--- src/rtl/idr_pkg.sv ---
// idr_pkg: constants for the input divider, rate band and active input status bank
// assumes: byte-wide register port with 8-bit addresses, one 10 MHz clock domain
`default_nettype none

package idr_pkg;

    // ****************************************************************
    // widths
    // ****************************************************************
    localparam int unsigned IDR_ADDR_W    = 8;
    localparam int unsigned IDR_DATA_W    = 8;
    localparam int unsigned IDR_DIV_W     = 19;
    localparam int unsigned IDR_BAND_W    = 3;
    localparam int unsigned IDR_NUM_IN    = 4;
    localparam int unsigned IDR_SYNC_LEN  = 2;

    // ****************************************************************
    // register offsets
    // ****************************************************************
    localparam logic [7:0] IDR_ADDR_DIV_UPPER  = 8'h34;
    localparam logic [7:0] IDR_ADDR_DIV_MIDDLE = 8'h35;
    localparam logic [7:0] IDR_ADDR_DIV_LOWER  = 8'h36;
    localparam logic [7:0] IDR_ADDR_BAND_12    = 8'h37;
    localparam logic [7:0] IDR_ADDR_BAND_34    = 8'h38;
    localparam logic [7:0] IDR_ADDR_ACTIVE     = 8'h80;

    // ****************************************************************
    // field positions
    // ****************************************************************
    localparam int unsigned IDR_DIV_UPPER_LSB  = 16;
    localparam int unsigned IDR_DIV_UPPER_MSB  = 18;
    localparam int unsigned IDR_DIV_MIDDLE_LSB = 8;
    localparam int unsigned IDR_DIV_MIDDLE_MSB = 15;
    localparam int unsigned IDR_DIV_LOWER_LSB  = 0;
    localparam int unsigned IDR_DIV_LOWER_MSB  = 7;
    localparam int unsigned IDR_UPPER_FLD_MSB  = 2;
    localparam int unsigned IDR_BAND_ODD_LSB   = 0;
    localparam int unsigned IDR_BAND_ODD_MSB   = 2;
    localparam int unsigned IDR_BAND_EVEN_LSB  = 3;
    localparam int unsigned IDR_BAND_EVEN_MSB  = 5;
    localparam int unsigned IDR_ACTIVE_MSB     = 3;

    // ****************************************************************
    // reset values
    // ****************************************************************
    localparam logic [7:0] IDR_RST_DIV_UPPER  = 8'h00;
    localparam logic [7:0] IDR_RST_DIV_MIDDLE = 8'h00;
    localparam logic [7:0] IDR_RST_DIV_LOWER  = 8'h09;
    localparam logic [2:0] IDR_RST_BAND       = 3'h0;
    localparam logic [7:0] IDR_RD_ZERO        = 8'h00;
    localparam logic [3:0] IDR_FLAGS_ZERO     = 4'h0;

    // ****************************************************************
    // band codes
    // ****************************************************************
    localparam logic [2:0] IDR_BAND_10_27    = 3'h0;
    localparam logic [2:0] IDR_BAND_25_54    = 3'h1;
    localparam logic [2:0] IDR_BAND_50_105   = 3'h2;
    localparam logic [2:0] IDR_BAND_95_215   = 3'h3;
    localparam logic [2:0] IDR_BAND_190_435  = 3'h4;
    localparam logic [2:0] IDR_BAND_375_710  = 3'h5;
    localparam logic [2:0] IDR_BAND_LAST_OK  = IDR_BAND_375_710;

endpackage : idr_pkg

`default_nettype wire

--- src/rtl/idr_sync.sv ---
// idr_sync: two-stage level synchroniser, one per bit, frozen with the clock enable
// assumes: inputs are quasi-static levels from outside the mclk_in domain
`timescale 1ns/100ps
`default_nettype none

module idr_sync
    import idr_pkg::*;
#(
    parameter int unsigned WIDTH = 1
)
(
    input  wire logic             mclk_in,
    input  wire logic             rst_n_in,
    input  wire logic             ce_in,
    input  wire logic [WIDTH-1:0] async_in,
    output logic      [WIDTH-1:0] sync_out
);

    logic [WIDTH-1:0] meta_reg;
    logic [WIDTH-1:0] meta_next;
    logic [WIDTH-1:0] sync_reg;
    logic [WIDTH-1:0] sync_next;

    // first stage feeds only the second stage
    always_comb
    begin
        meta_next = meta_reg;
        sync_next = sync_reg;
        if (ce_in)
        begin
            meta_next = async_in;
            sync_next = meta_reg;
        end
    end

    always_ff @(posedge mclk_in or negedge rst_n_in)
    begin
        if (!rst_n_in)
        begin
            meta_reg <= '0;
            sync_reg <= '0;
        end
        else
        begin
            meta_reg <= meta_next;
            sync_reg <= sync_next;
        end
    end

    assign sync_out = sync_reg;

endmodule : idr_sync

`default_nettype wire

--- src/rtl/idr_regs.sv ---
// idr_regs: fourth input divider, four rate band codes and the active input status byte
// assumes: the serial port decoder on mclk_in presents single-cycle write and read strobes;
//          reference selection and loss-of-signal levels arrive from other clock domains
`timescale 1ns/100ps
`default_nettype none

// Function
// - 19-bit fourth input divider across three bytes
// - upper divider byte resets to all zeros
// - lower divider byte resets to 0x09
// - 3-bit band code per input, 6-7 reserved
// - two codes per byte, odd low, even high
// - status bits 3..0 flag inputs four..one active
// - flag clear if unselected or signal lost
// - status upper bits reserved, writes have no effect
// - loss indication 0 normal, 1 on alarm
module idr_regs
    import idr_pkg::*;
(
    input  wire logic                  mclk_in,
    input  wire logic                  rst_n_in,
    input  wire logic                  ce_in,
    input  wire logic [IDR_ADDR_W-1:0] reg_addr_in,
    input  wire logic                  reg_wr_in,
    input  wire logic [IDR_DATA_W-1:0] reg_wdata_in,
    input  wire logic                  reg_rd_in,
    output logic      [IDR_DATA_W-1:0] reg_rdata_out,
    output logic                       reg_rvalid_out,
    input  wire logic [IDR_NUM_IN-1:0] ref_select_in,
    input  wire logic [IDR_NUM_IN-1:0] signal_loss_in,
    output logic      [IDR_DIV_W-1:0]  fourth_input_divider_out,
    output logic      [IDR_BAND_W-1:0] first_input_band_code_out,
    output logic      [IDR_BAND_W-1:0] second_input_band_code_out,
    output logic      [IDR_BAND_W-1:0] third_input_band_code_out,
    output logic      [IDR_BAND_W-1:0] fourth_input_band_code_out,
    output logic      [IDR_NUM_IN-1:0] active_flags_out
);

    // ****************************************************************
    // synchronised status inputs
    // ****************************************************************
    logic [IDR_NUM_IN-1:0] ref_select_sync;
    logic [IDR_NUM_IN-1:0] signal_loss_sync;

    // selection and loss come from the pll side, so both pass two flops first
    idr_sync #(
        .WIDTH (IDR_NUM_IN)
    ) u_sel_sync (
        .mclk_in  (mclk_in),
        .rst_n_in (rst_n_in),
        .ce_in    (ce_in),
        .async_in (ref_select_in),
        .sync_out (ref_select_sync)
    );

    idr_sync #(
        .WIDTH (IDR_NUM_IN)
    ) u_loss_sync (
        .mclk_in  (mclk_in),
        .rst_n_in (rst_n_in),
        .ce_in    (ce_in),
        .async_in (signal_loss_in),
        .sync_out (signal_loss_sync)
    );

    // ****************************************************************
    // register state
    // ****************************************************************
    logic [IDR_UPPER_FLD_MSB:0] div_upper_reg;
    logic [IDR_UPPER_FLD_MSB:0] div_upper_next;
    logic [IDR_DATA_W-1:0]      div_middle_reg;
    logic [IDR_DATA_W-1:0]      div_middle_next;
    logic [IDR_DATA_W-1:0]      div_lower_reg;
    logic [IDR_DATA_W-1:0]      div_lower_next;
    logic [IDR_BAND_W-1:0]      band1_reg;
    logic [IDR_BAND_W-1:0]      band1_next;
    logic [IDR_BAND_W-1:0]      band2_reg;
    logic [IDR_BAND_W-1:0]      band2_next;
    logic [IDR_BAND_W-1:0]      band3_reg;
    logic [IDR_BAND_W-1:0]      band3_next;
    logic [IDR_BAND_W-1:0]      band4_reg;
    logic [IDR_BAND_W-1:0]      band4_next;
    logic [IDR_NUM_IN-1:0]      active_reg;
    logic [IDR_NUM_IN-1:0]      active_next;
    logic [IDR_DATA_W-1:0]      rdata_reg;
    logic [IDR_DATA_W-1:0]      rdata_next;
    logic                       rvalid_reg;
    logic                       rvalid_next;

    logic [IDR_BAND_W-1:0]      wr_band_odd;
    logic [IDR_BAND_W-1:0]      wr_band_even;
    logic                       wr_odd_ok;
    logic                       wr_even_ok;

    // reserved codes are refused per field; the field keeps its last legal code
    assign wr_band_odd  = reg_wdata_in[IDR_BAND_ODD_MSB:IDR_BAND_ODD_LSB];
    assign wr_band_even = reg_wdata_in[IDR_BAND_EVEN_MSB:IDR_BAND_EVEN_LSB];
    assign wr_odd_ok    = (wr_band_odd <= IDR_BAND_LAST_OK);
    assign wr_even_ok   = (wr_band_even <= IDR_BAND_LAST_OK);

    // ****************************************************************
    // address decode
    // ****************************************************************
    // write and read share one decode so the two maps cannot drift apart
    logic                       hit_div_upper;
    logic                       hit_div_middle;
    logic                       hit_div_lower;
    logic                       hit_band_12;
    logic                       hit_band_34;
    logic                       hit_active;

    always_comb
    begin
        hit_div_upper  = 1'b0;
        hit_div_middle = 1'b0;
        hit_div_lower  = 1'b0;
        hit_band_12    = 1'b0;
        hit_band_34    = 1'b0;
        hit_active     = 1'b0;
        if (reg_addr_in == IDR_ADDR_DIV_UPPER)
        begin
            hit_div_upper = 1'b1;
        end
        else if (reg_addr_in == IDR_ADDR_DIV_MIDDLE)
        begin
            hit_div_middle = 1'b1;
        end
        else if (reg_addr_in == IDR_ADDR_DIV_LOWER)
        begin
            hit_div_lower = 1'b1;
        end
        else if (reg_addr_in == IDR_ADDR_BAND_12)
        begin
            hit_band_12 = 1'b1;
        end
        else if (reg_addr_in == IDR_ADDR_BAND_34)
        begin
            hit_band_34 = 1'b1;
        end
        else if (reg_addr_in == IDR_ADDR_ACTIVE)
        begin
            hit_active = 1'b1;
        end
    end

    // ****************************************************************
    // write decode
    // ****************************************************************
    always_comb
    begin
        div_upper_next  = div_upper_reg;
        div_middle_next = div_middle_reg;
        div_lower_next  = div_lower_reg;
        band1_next      = band1_reg;
        band2_next      = band2_reg;
        band3_next      = band3_reg;
        band4_next      = band4_reg;
        if (ce_in && reg_wr_in)
        begin
            if (hit_div_upper)
            begin
                // only bits 2:0 are stored; bits 7:3 are dropped
                div_upper_next = reg_wdata_in[IDR_UPPER_FLD_MSB:0];
            end
            else if (hit_div_middle)
            begin
                div_middle_next = reg_wdata_in;
            end
            else if (hit_div_lower)
            begin
                div_lower_next = reg_wdata_in;
            end
            else if (hit_band_12)
            begin
                if (wr_odd_ok)
                begin
                    band1_next = wr_band_odd;
                end
                if (wr_even_ok)
                begin
                    band2_next = wr_band_even;
                end
            end
            else if (hit_band_34)
            begin
                if (wr_odd_ok)
                begin
                    band3_next = wr_band_odd;
                end
                if (wr_even_ok)
                begin
                    band4_next = wr_band_even;
                end
            end
            // the status byte and unmapped offsets take no write
        end
    end

    // ****************************************************************
    // active input status
    // ****************************************************************
    always_comb
    begin
        active_next = active_reg;
        if (ce_in)
        begin
            // a lost input never shows active, even while still selected
            active_next = ref_select_sync & ~signal_loss_sync;
        end
    end

    // ****************************************************************
    // read path
    // ****************************************************************
    always_comb
    begin
        rdata_next  = rdata_reg;
        rvalid_next = rvalid_reg;
        if (ce_in)
        begin
            rvalid_next = reg_rd_in;
            if (reg_rd_in)
            begin
                rdata_next = IDR_RD_ZERO;
                if (hit_div_upper)
                begin
                    rdata_next[IDR_UPPER_FLD_MSB:0] = div_upper_reg;
                end
                else if (hit_div_middle)
                begin
                    rdata_next = div_middle_reg;
                end
                else if (hit_div_lower)
                begin
                    rdata_next = div_lower_reg;
                end
                else if (hit_band_12)
                begin
                    rdata_next[IDR_BAND_ODD_MSB:IDR_BAND_ODD_LSB]   = band1_reg;
                    rdata_next[IDR_BAND_EVEN_MSB:IDR_BAND_EVEN_LSB] = band2_reg;
                end
                else if (hit_band_34)
                begin
                    rdata_next[IDR_BAND_ODD_MSB:IDR_BAND_ODD_LSB]   = band3_reg;
                    rdata_next[IDR_BAND_EVEN_MSB:IDR_BAND_EVEN_LSB] = band4_reg;
                end
                else if (hit_active)
                begin
                    rdata_next[IDR_ACTIVE_MSB:0] = active_reg;
                end
            end
        end
    end

    // ****************************************************************
    // registers
    // ****************************************************************
    always_ff @(posedge mclk_in or negedge rst_n_in)
    begin
        if (!rst_n_in)
        begin
            div_upper_reg  <= IDR_RST_DIV_UPPER[IDR_UPPER_FLD_MSB:0];
            div_middle_reg <= IDR_RST_DIV_MIDDLE;
            div_lower_reg  <= IDR_RST_DIV_LOWER;
            band1_reg      <= IDR_RST_BAND;
            band2_reg      <= IDR_RST_BAND;
            band3_reg      <= IDR_RST_BAND;
            band4_reg      <= IDR_RST_BAND;
            active_reg     <= IDR_FLAGS_ZERO;
            rdata_reg      <= IDR_RD_ZERO;
            rvalid_reg     <= 1'b0;
        end
        else
        begin
            div_upper_reg  <= div_upper_next;
            div_middle_reg <= div_middle_next;
            div_lower_reg  <= div_lower_next;
            band1_reg      <= band1_next;
            band2_reg      <= band2_next;
            band3_reg      <= band3_next;
            band4_reg      <= band4_next;
            active_reg     <= active_next;
            rdata_reg      <= rdata_next;
            rvalid_reg     <= rvalid_next;
        end
    end

    // ****************************************************************
    // outputs
    // ****************************************************************
    // zero divider means divide by one; the divider logic downstream decodes that
    assign fourth_input_divider_out   = {div_upper_reg, div_middle_reg, div_lower_reg};
    assign first_input_band_code_out  = band1_reg;
    assign second_input_band_code_out = band2_reg;
    assign third_input_band_code_out  = band3_reg;
    assign fourth_input_band_code_out = band4_reg;
    assign active_flags_out           = active_reg;
    assign reg_rdata_out              = rdata_reg;
    assign reg_rvalid_out             = rvalid_reg;

endmodule : idr_regs

`default_nettype wire

--- config.mk ---
export PLATFORM = sky130hd
export DESIGN_NAME = idr_regs
export DESIGN_NICKNAME = d
export VERILOG_FILES = /design/src/rtl/idr_pkg.sv /design/src/rtl/idr_sync.sv /design/src/rtl/idr_regs.sv
export SDC_FILE = /design/constraint.sdc
export NUM_CORES = 1
export LEC_CHECK = 0
export ABC_AREA = 1
export BUFFER_PORTS_ARGS = -buffer_cell sky130_fd_sc_hd__clkbuf_2
export CORE_MARGIN = 2
export CORE_UTILIZATION = 53
export CTS_BUF_LIST = sky130_fd_sc_hd__clkbuf_16
export CTS_CLUSTER_SIZE = 24
export DETAILED_ROUTE_END_ITERATION = 8
export MAX_ROUTING_LAYER = met4
export PLACE_DENSITY_LB_ADDON = 0.25
export SLEW_MARGIN = 20
export SYNTH_ARGS = -nofsm -noshare
export SYNTH_HDL_FRONTEND = slang
export SYNTH_SLANG_ARGS = --single-unit
--- constraint.sdc ---
create_clock -name mclk_in -period 1.4 [get_ports mclk_in]
set_clock_uncertainty 0.2 [all_clocks]
set_input_delay 0 -clock mclk_in [delete_from_list [all_inputs] [get_ports mclk_in]]
set_output_delay 0 -clock mclk_in [all_outputs]
set_load 0.02 [all_outputs]
==> Word level (Yosys, flattened, before mapping) <==
Cells that the tools add are included.
{ "totals": {"ff_bits": 60, "out_inout_bits": 44, "word_cells": 67} }
{ "classes": {"magnitude_cmp": 2, "eq_ne": 6, "n_mux": 30, "n_bitwise": 6, "reduce_logical": 9} }
{ "op_table": {"columns": ["operator", "n"], "rows": [
  ["$eq A8 B6 Y1 const B", 5],
  ["$mux W1", 21],
  ["$reduce_and A7 Y1", 2],
  ["$mux W6", 2],
  ["$reduce_and A6 Y1", 2],
  ["$eq A8 B8 Y1 const B", 1],
  ["$mux W4", 2],
  ["$mux W8", 1],
  ["$le A3 B3 Y1 const B", 2],
  ["$mux W5", 1],
  ["$and A4 B4 Y4", 1],
  ["$mux W2", 2],
  ["$not A1 Y1", 4],
  ["$not A4 Y4", 1],
  ["$reduce_and A2 Y1", 2],
  ["$reduce_and A4 Y1", 1],
  ["$mux W3", 1],
  ["$reduce_and A3 Y1", 1],
  ["$logic_and A1 B1 Y1", 1]
]} }

==> Longest topological paths before layout <==
{ "logic_depth": {"depth_word": 13, "mapped_depth": 10, "mapped_depth_nobuf": 10} }

==> By module <==
From an unflattened synthesis, not the netlist that was laid out.
{ "unflattened": {"hier_cells": 354, "area_unflattened_um2": 2910.3} }
{ "by_module_without_submodules": {"columns": ["module", "n_inst", "cells_per_inst", "area_each_um2", "seq_area_each_um2"], "rows": [
  ["idr_regs", 1, 286, 2299.7, 1103.6],
  ["idr_sync", 2, 34, 305.3, 200.2]
]} }

==> Least setup slack after synthesis <==
Ideal clock, no wire load.
{ "synth_timing": {"path_type": "register to register", "from": "register band1_reg[2] (netlist: first_input_band_code_out[2])", "to": "register rdata_reg[2] (netlist: reg_rdata_out[2])", "arrival_time_ns": 0.853, "t_required_ns": 1.084, "slack_ns": 0.230, "stages_incl_launch_ff": 7, "synth_period_minus_slack_ns": 1.170, "cell_sequence": "dfrtp_1 -> nor3_1 -> nor2_1 -> nand2_1 -> nand2_1 -> nand2_1 -> nand2_1"} }
{ "synth_between": {"elab_chain_cells": 4} }
{ "synth_rtl": {"columns": ["element", "line", "source"], "rows": [
  ["start, declared", "idr_regs.sv:75", "logic [IDR_BAND_W-1:0] band1_reg;"],
  ["start signal, assigned", "idr_regs.sv:278", "band1_reg <= band1_next;"],
  ["$mux W6", "idr_regs.sv:237", "else if (hit_band_12)"],
  ["$mux W6", "idr_regs.sv:233", "else if (hit_div_lower)"],
  ["$mux W8", "idr_regs.sv:229", "else if (hit_div_middle)"],
  ["$mux W3", "idr_regs.sv:225", "if (hit_div_upper)"],
  ["end signal, assigned", "idr_regs.sv:283", "rdata_reg <= rdata_next;"],
  ["end, declared", "idr_regs.sv:85", "logic [IDR_DATA_W-1:0] rdata_reg;"]
]} }
Every way passes these cells.
A chain may end at the register's enable or synchronous reset.

==> Worst setup path in the final report <==
{ "layout_timing": {"from": "input port ce_in", "to": "register band3_reg[2] (netlist: third_input_band_code_out[2])"} }
{ "layout_between": {"elab_chain_cells": 2} }
{ "layout_rtl": {"columns": ["element", "line", "source"], "rows": [
  ["start, declared", "idr_regs.sv:22", "input wire logic ce_in,"],
  ["$logic_and A1 B1 Y1", "idr_regs.sv:158", "if (ce_in && reg_wr_in)"],
  ["$reduce_and A7 Y1 (no line)", null, null],
  ["end signal, assigned", "idr_regs.sv:280", "band3_reg <= band3_next;"],
  ["end, declared", "idr_regs.sv:79", "logic [IDR_BAND_W-1:0] band3_reg;"]
]} }
Every way passes these cells.

==> results.txt <==
----------------------------------------------------
[Run status]
  Run status ... finished with violations
  Failing checks ... negative hold slack

[Yosys]
  Number of flops mapped to enable cells by yosys ... 0
  Synthesis-stage register bit count ... 60
  Area of the mapped netlist ... 0.00292 mm^2
  Post-synth net total ... around 360
  Asr flop ratio synth ... 1.00
  Distinct cell type count after synthesis ... 30
  Sequential share of the synthesized area ... 0.515
  Average cell area after synthesis ... slightly below 9 um^2
  Number of instances in the synthesized netlist ... 335
  Warnings from Yosys ... 0
  Synth Flop Type ... dfrtp_1

[Timing]
  Number of slew-limit violations in the final report ... 0
  Upper clock frequency limit ... 739 MHz
  Transition at the pin with the smallest max-transition slack ... slightly below 0.5 ns
  Total negative slack for setup checks ... 0 ns
  Min Hold Slack ... -0.0306 ns
  Post-layout minimum cycle time ... around 1.4 ns
  Number of setup violations in the final report ... 0
  Period Utilization, post-route ... 0.966
  Hold Violations, Final ... 15
  Worst relative slew slack ... 0.669

[Clock tree]
  Number of buffers created by CTS ... 9
  Clock tree from TritonCTS ... built
  Total setup buffers inserted after CTS ... 0
  Buffer cell driving the clock tree root ... clkbuf_16
  Htree depth ... 3
  Clock transition time at the flip-flop clock pins of the worst setup and hold paths ... approximately 0.05 ns
  Clk buf depth ... 2
  Latest clock arrival within the worst-skew pair ... approximately 0.33 ns
  Sinks on Clock Net ... 60

[Drt]
  Overall routed net length ... between 7000 and 8000 um
  Vias per cell ... ~5.0
  Via count ... roughly 2600
  Router iterations before antenna repair ... 4
  Number of DRC markers after the initial detailed-route iteration ... roughly 170
  Number of remaining DRC errors ... 0
  Average detailed-routed wire length per instance ... approximately 14 um
  ANT nets after route ... 0

[Worst setup path]
  Crit Path Max Fanout ... 6
  CP Data Arrival Time ... ~1.4 ns
  CP endpoint kind ... flip-flop
  Critical path type ... in -> reg
  Cells along the critical path ... dlygate4sd3_1, clkbuf_2, nand2_2, clkinv_4, o21ai_4, or2_4, nand2_1, o21ai_1
  Worst path max stage delay ... between 0.5 and 0.6 ns
  Critical path startpoint category ... input port
  Critical Path RT ... 1.41 ns
  Setup slack on the worst flop-to-flop path ... about 0.15 ns
  Slowest-stage cell, CP ... dlygate4sd3_1

[Floorplan]
  Initial core utilization ... 0.540
  Horizontal die dimension ... between 70 and 80 um
  Area of the core ... roughly 0.0054 mm^2
  Number of standard-cell rows in the floorplan ... 27
  Die Y-Extent ... 78.2 um
  Full die area ... between 0.006 and 0.007 mm^2
  Num ports ... 73

[Layout]
  Core Util, Final ... 0.733
  Multi-input gate area in the final layout ... around 0.0012 mm^2
  Number of inserted diodes ... 0
  Fraction of layout cells with a size suffix above 1 ... 0.336
  Area delta synth->final ... 35.8%
  Filler Cell Count ... ~390
  Total area of sequential cells ... 0.00150 mm^2
  Number of nets at the end of the flow ... between 400 and 500

[Placed design]
  DP HPWL ... 5270 um
  Placer congestion estimate ... 0.884
  Port Buffers ... 72

[GRT]
  Wire length of the first global-routing pass ... about 12000 um
  Most congested layer reported by global routing ... met2
  Routing usage on met3 ... 0.0563
  Total gr overflow ... 0
  Via count of the first global-routing pass ... approximately 2500
  Met2 track utilization from global routing ... 0.394
  Met1 usage ... 0.359
  Largest net degree at the start of global routing ... 38
  Number of antenna violations at the first check in global routing ... 0
  Gr usage total ... 0.266

[Power]
  Worst-case vdd ir drop ... between 900 and 1000 uV
  Overall power of the completed layout ... 4.49 mW
  Power density relative to cell area ... around 1100 mW/mm^2
  Pleak ... about 2.2 nW

[Job]
  Max-capacitance violation count ... 0

[Min path]
  Path class of the lowest-slack min-delay path ... in -> async

----------------------------------------------------
[logic make-up after synthesis]
group,synth area share
compound gates,0.132
buf+inv,0.0875
flops,0.515
mux,0.0154
simple gates,0.250
[repair_timing]
| item | CTS | global route |
|---|---|---|
| hold buffers | 20 | 0 |
| gates resized for setup | 0 | 13 |
| endpoints found under the hold margin | 106 | 0 |
| endpoints found under the setup margin | 0 | 26 |
[layer usage]
metal	vias to the layer above	part of all wire
li1	1279	-
met1	1232	0.46
met4	0	0.022
met3	13	0.056
met2	90	0.46
met5	-	0
[synth_stat cells, types with 2 or more instances]
library cell / instances / share of area
a21oi_1: 7 / 0.012
nor3_1: 2 / 0.0034
buf_6: 2 / 0.0077
nand2_4: 6 / 0.023
inv_1: 47 / 0.060
inv_2: 2 / 0.0026
o21ai_1: 11 / 0.019
nand2_1: 77 / 0.099
o21ai_2: 16 / 0.048
or2_4: 2 / 0.0060
clkbuf_1: 3 / 0.0039
mux2_2: 4 / 0.015
nand3_1: 24 / 0.041
dfrtp_1: 58 / 0.50
inv_4: 2 / 0.0043
nor2_4: 3 / 0.012
a21o_1: 2 / 0.0051
nor2_1: 24 / 0.031
nor2_2: 3 / 0.0064
nand2_2: 6 / 0.013
o21ai_0: 24 / 0.041
dfstp_2: 2 / 0.018
[final cells by class]
type | count | area share
tap | 72 | 0.0227
timing repair buffer | 103 | 0.171
sequential | 60 | 0.380
multi-input combinational | 217 | 0.304
clock buffer | 9 | 0.0569
clock inverter | 7 | 0.0148
inverter | 51 | 0.0509
[metrics by stage]
stage               std cells  hold WS [ns]  cell area, um^2  setup slack, ns
finish                    519       -0.0306             3960           0.0477
global route              519       0.00618             3960         -0.00410
CTS                       519       -0.0224             3900           0.0290
detailed placement        483        -0.223             3420           0.0523
global placement          483        -0.230             3420           0.0564
floorplan                 335        -0.496             2920            0.230
[placed cells by master, fill, tap and decap left out, drive strengths merged]
master	synthesis	layout
a21o	2	2
a21oi	7	7
buf	4	11
bufinv	0	1
clkbuf	3	81
clkinv	0	5
clkinvlp	0	1
dfrtp	58	58
dfstp	2	2
dlygate4sd3	0	20
inv	51	51
mux2	4	4
nand2	89	89
nand3	24	24
nand3b	1	1
nand4	1	1
nor2	31	31
nor3	2	2
o211ai	2	2
o21ai	51	51
or2	3	3
[final timing paths]
path                                         start                           end  cells past startpoint
max in group asynchronous                 rst_n_in              div_lower_reg[3]                      3
setup reg to reg               active_flags_out[0]              reg_rdata_out[0]                      6
setup / recovery                             ce_in  third_input_band_code_out[2]                      8
hold reg to reg            u_loss_sync.meta_reg[3]       u_loss_sync.sync_out[3]                      2
hold / removal                            rst_n_in              reg_rdata_out[0]                      2
min in group mclk_in                reg_addr_in[6]              div_upper_reg[1]                      6
[critical path: cells and delay by family]
kind                   cells  cell delay (ns)
AOI/OAI and AO/OA          2             0.13
buffers and inverters      3             0.79
and+or+nand+nor            3             0.43
[where the power goes]
part           switching [mW]  internal [mW]
Sequential             0.0635           1.83
Combinational           0.307          0.198
Clock                   0.739           1.35
(Power assumes the default switching activity.)
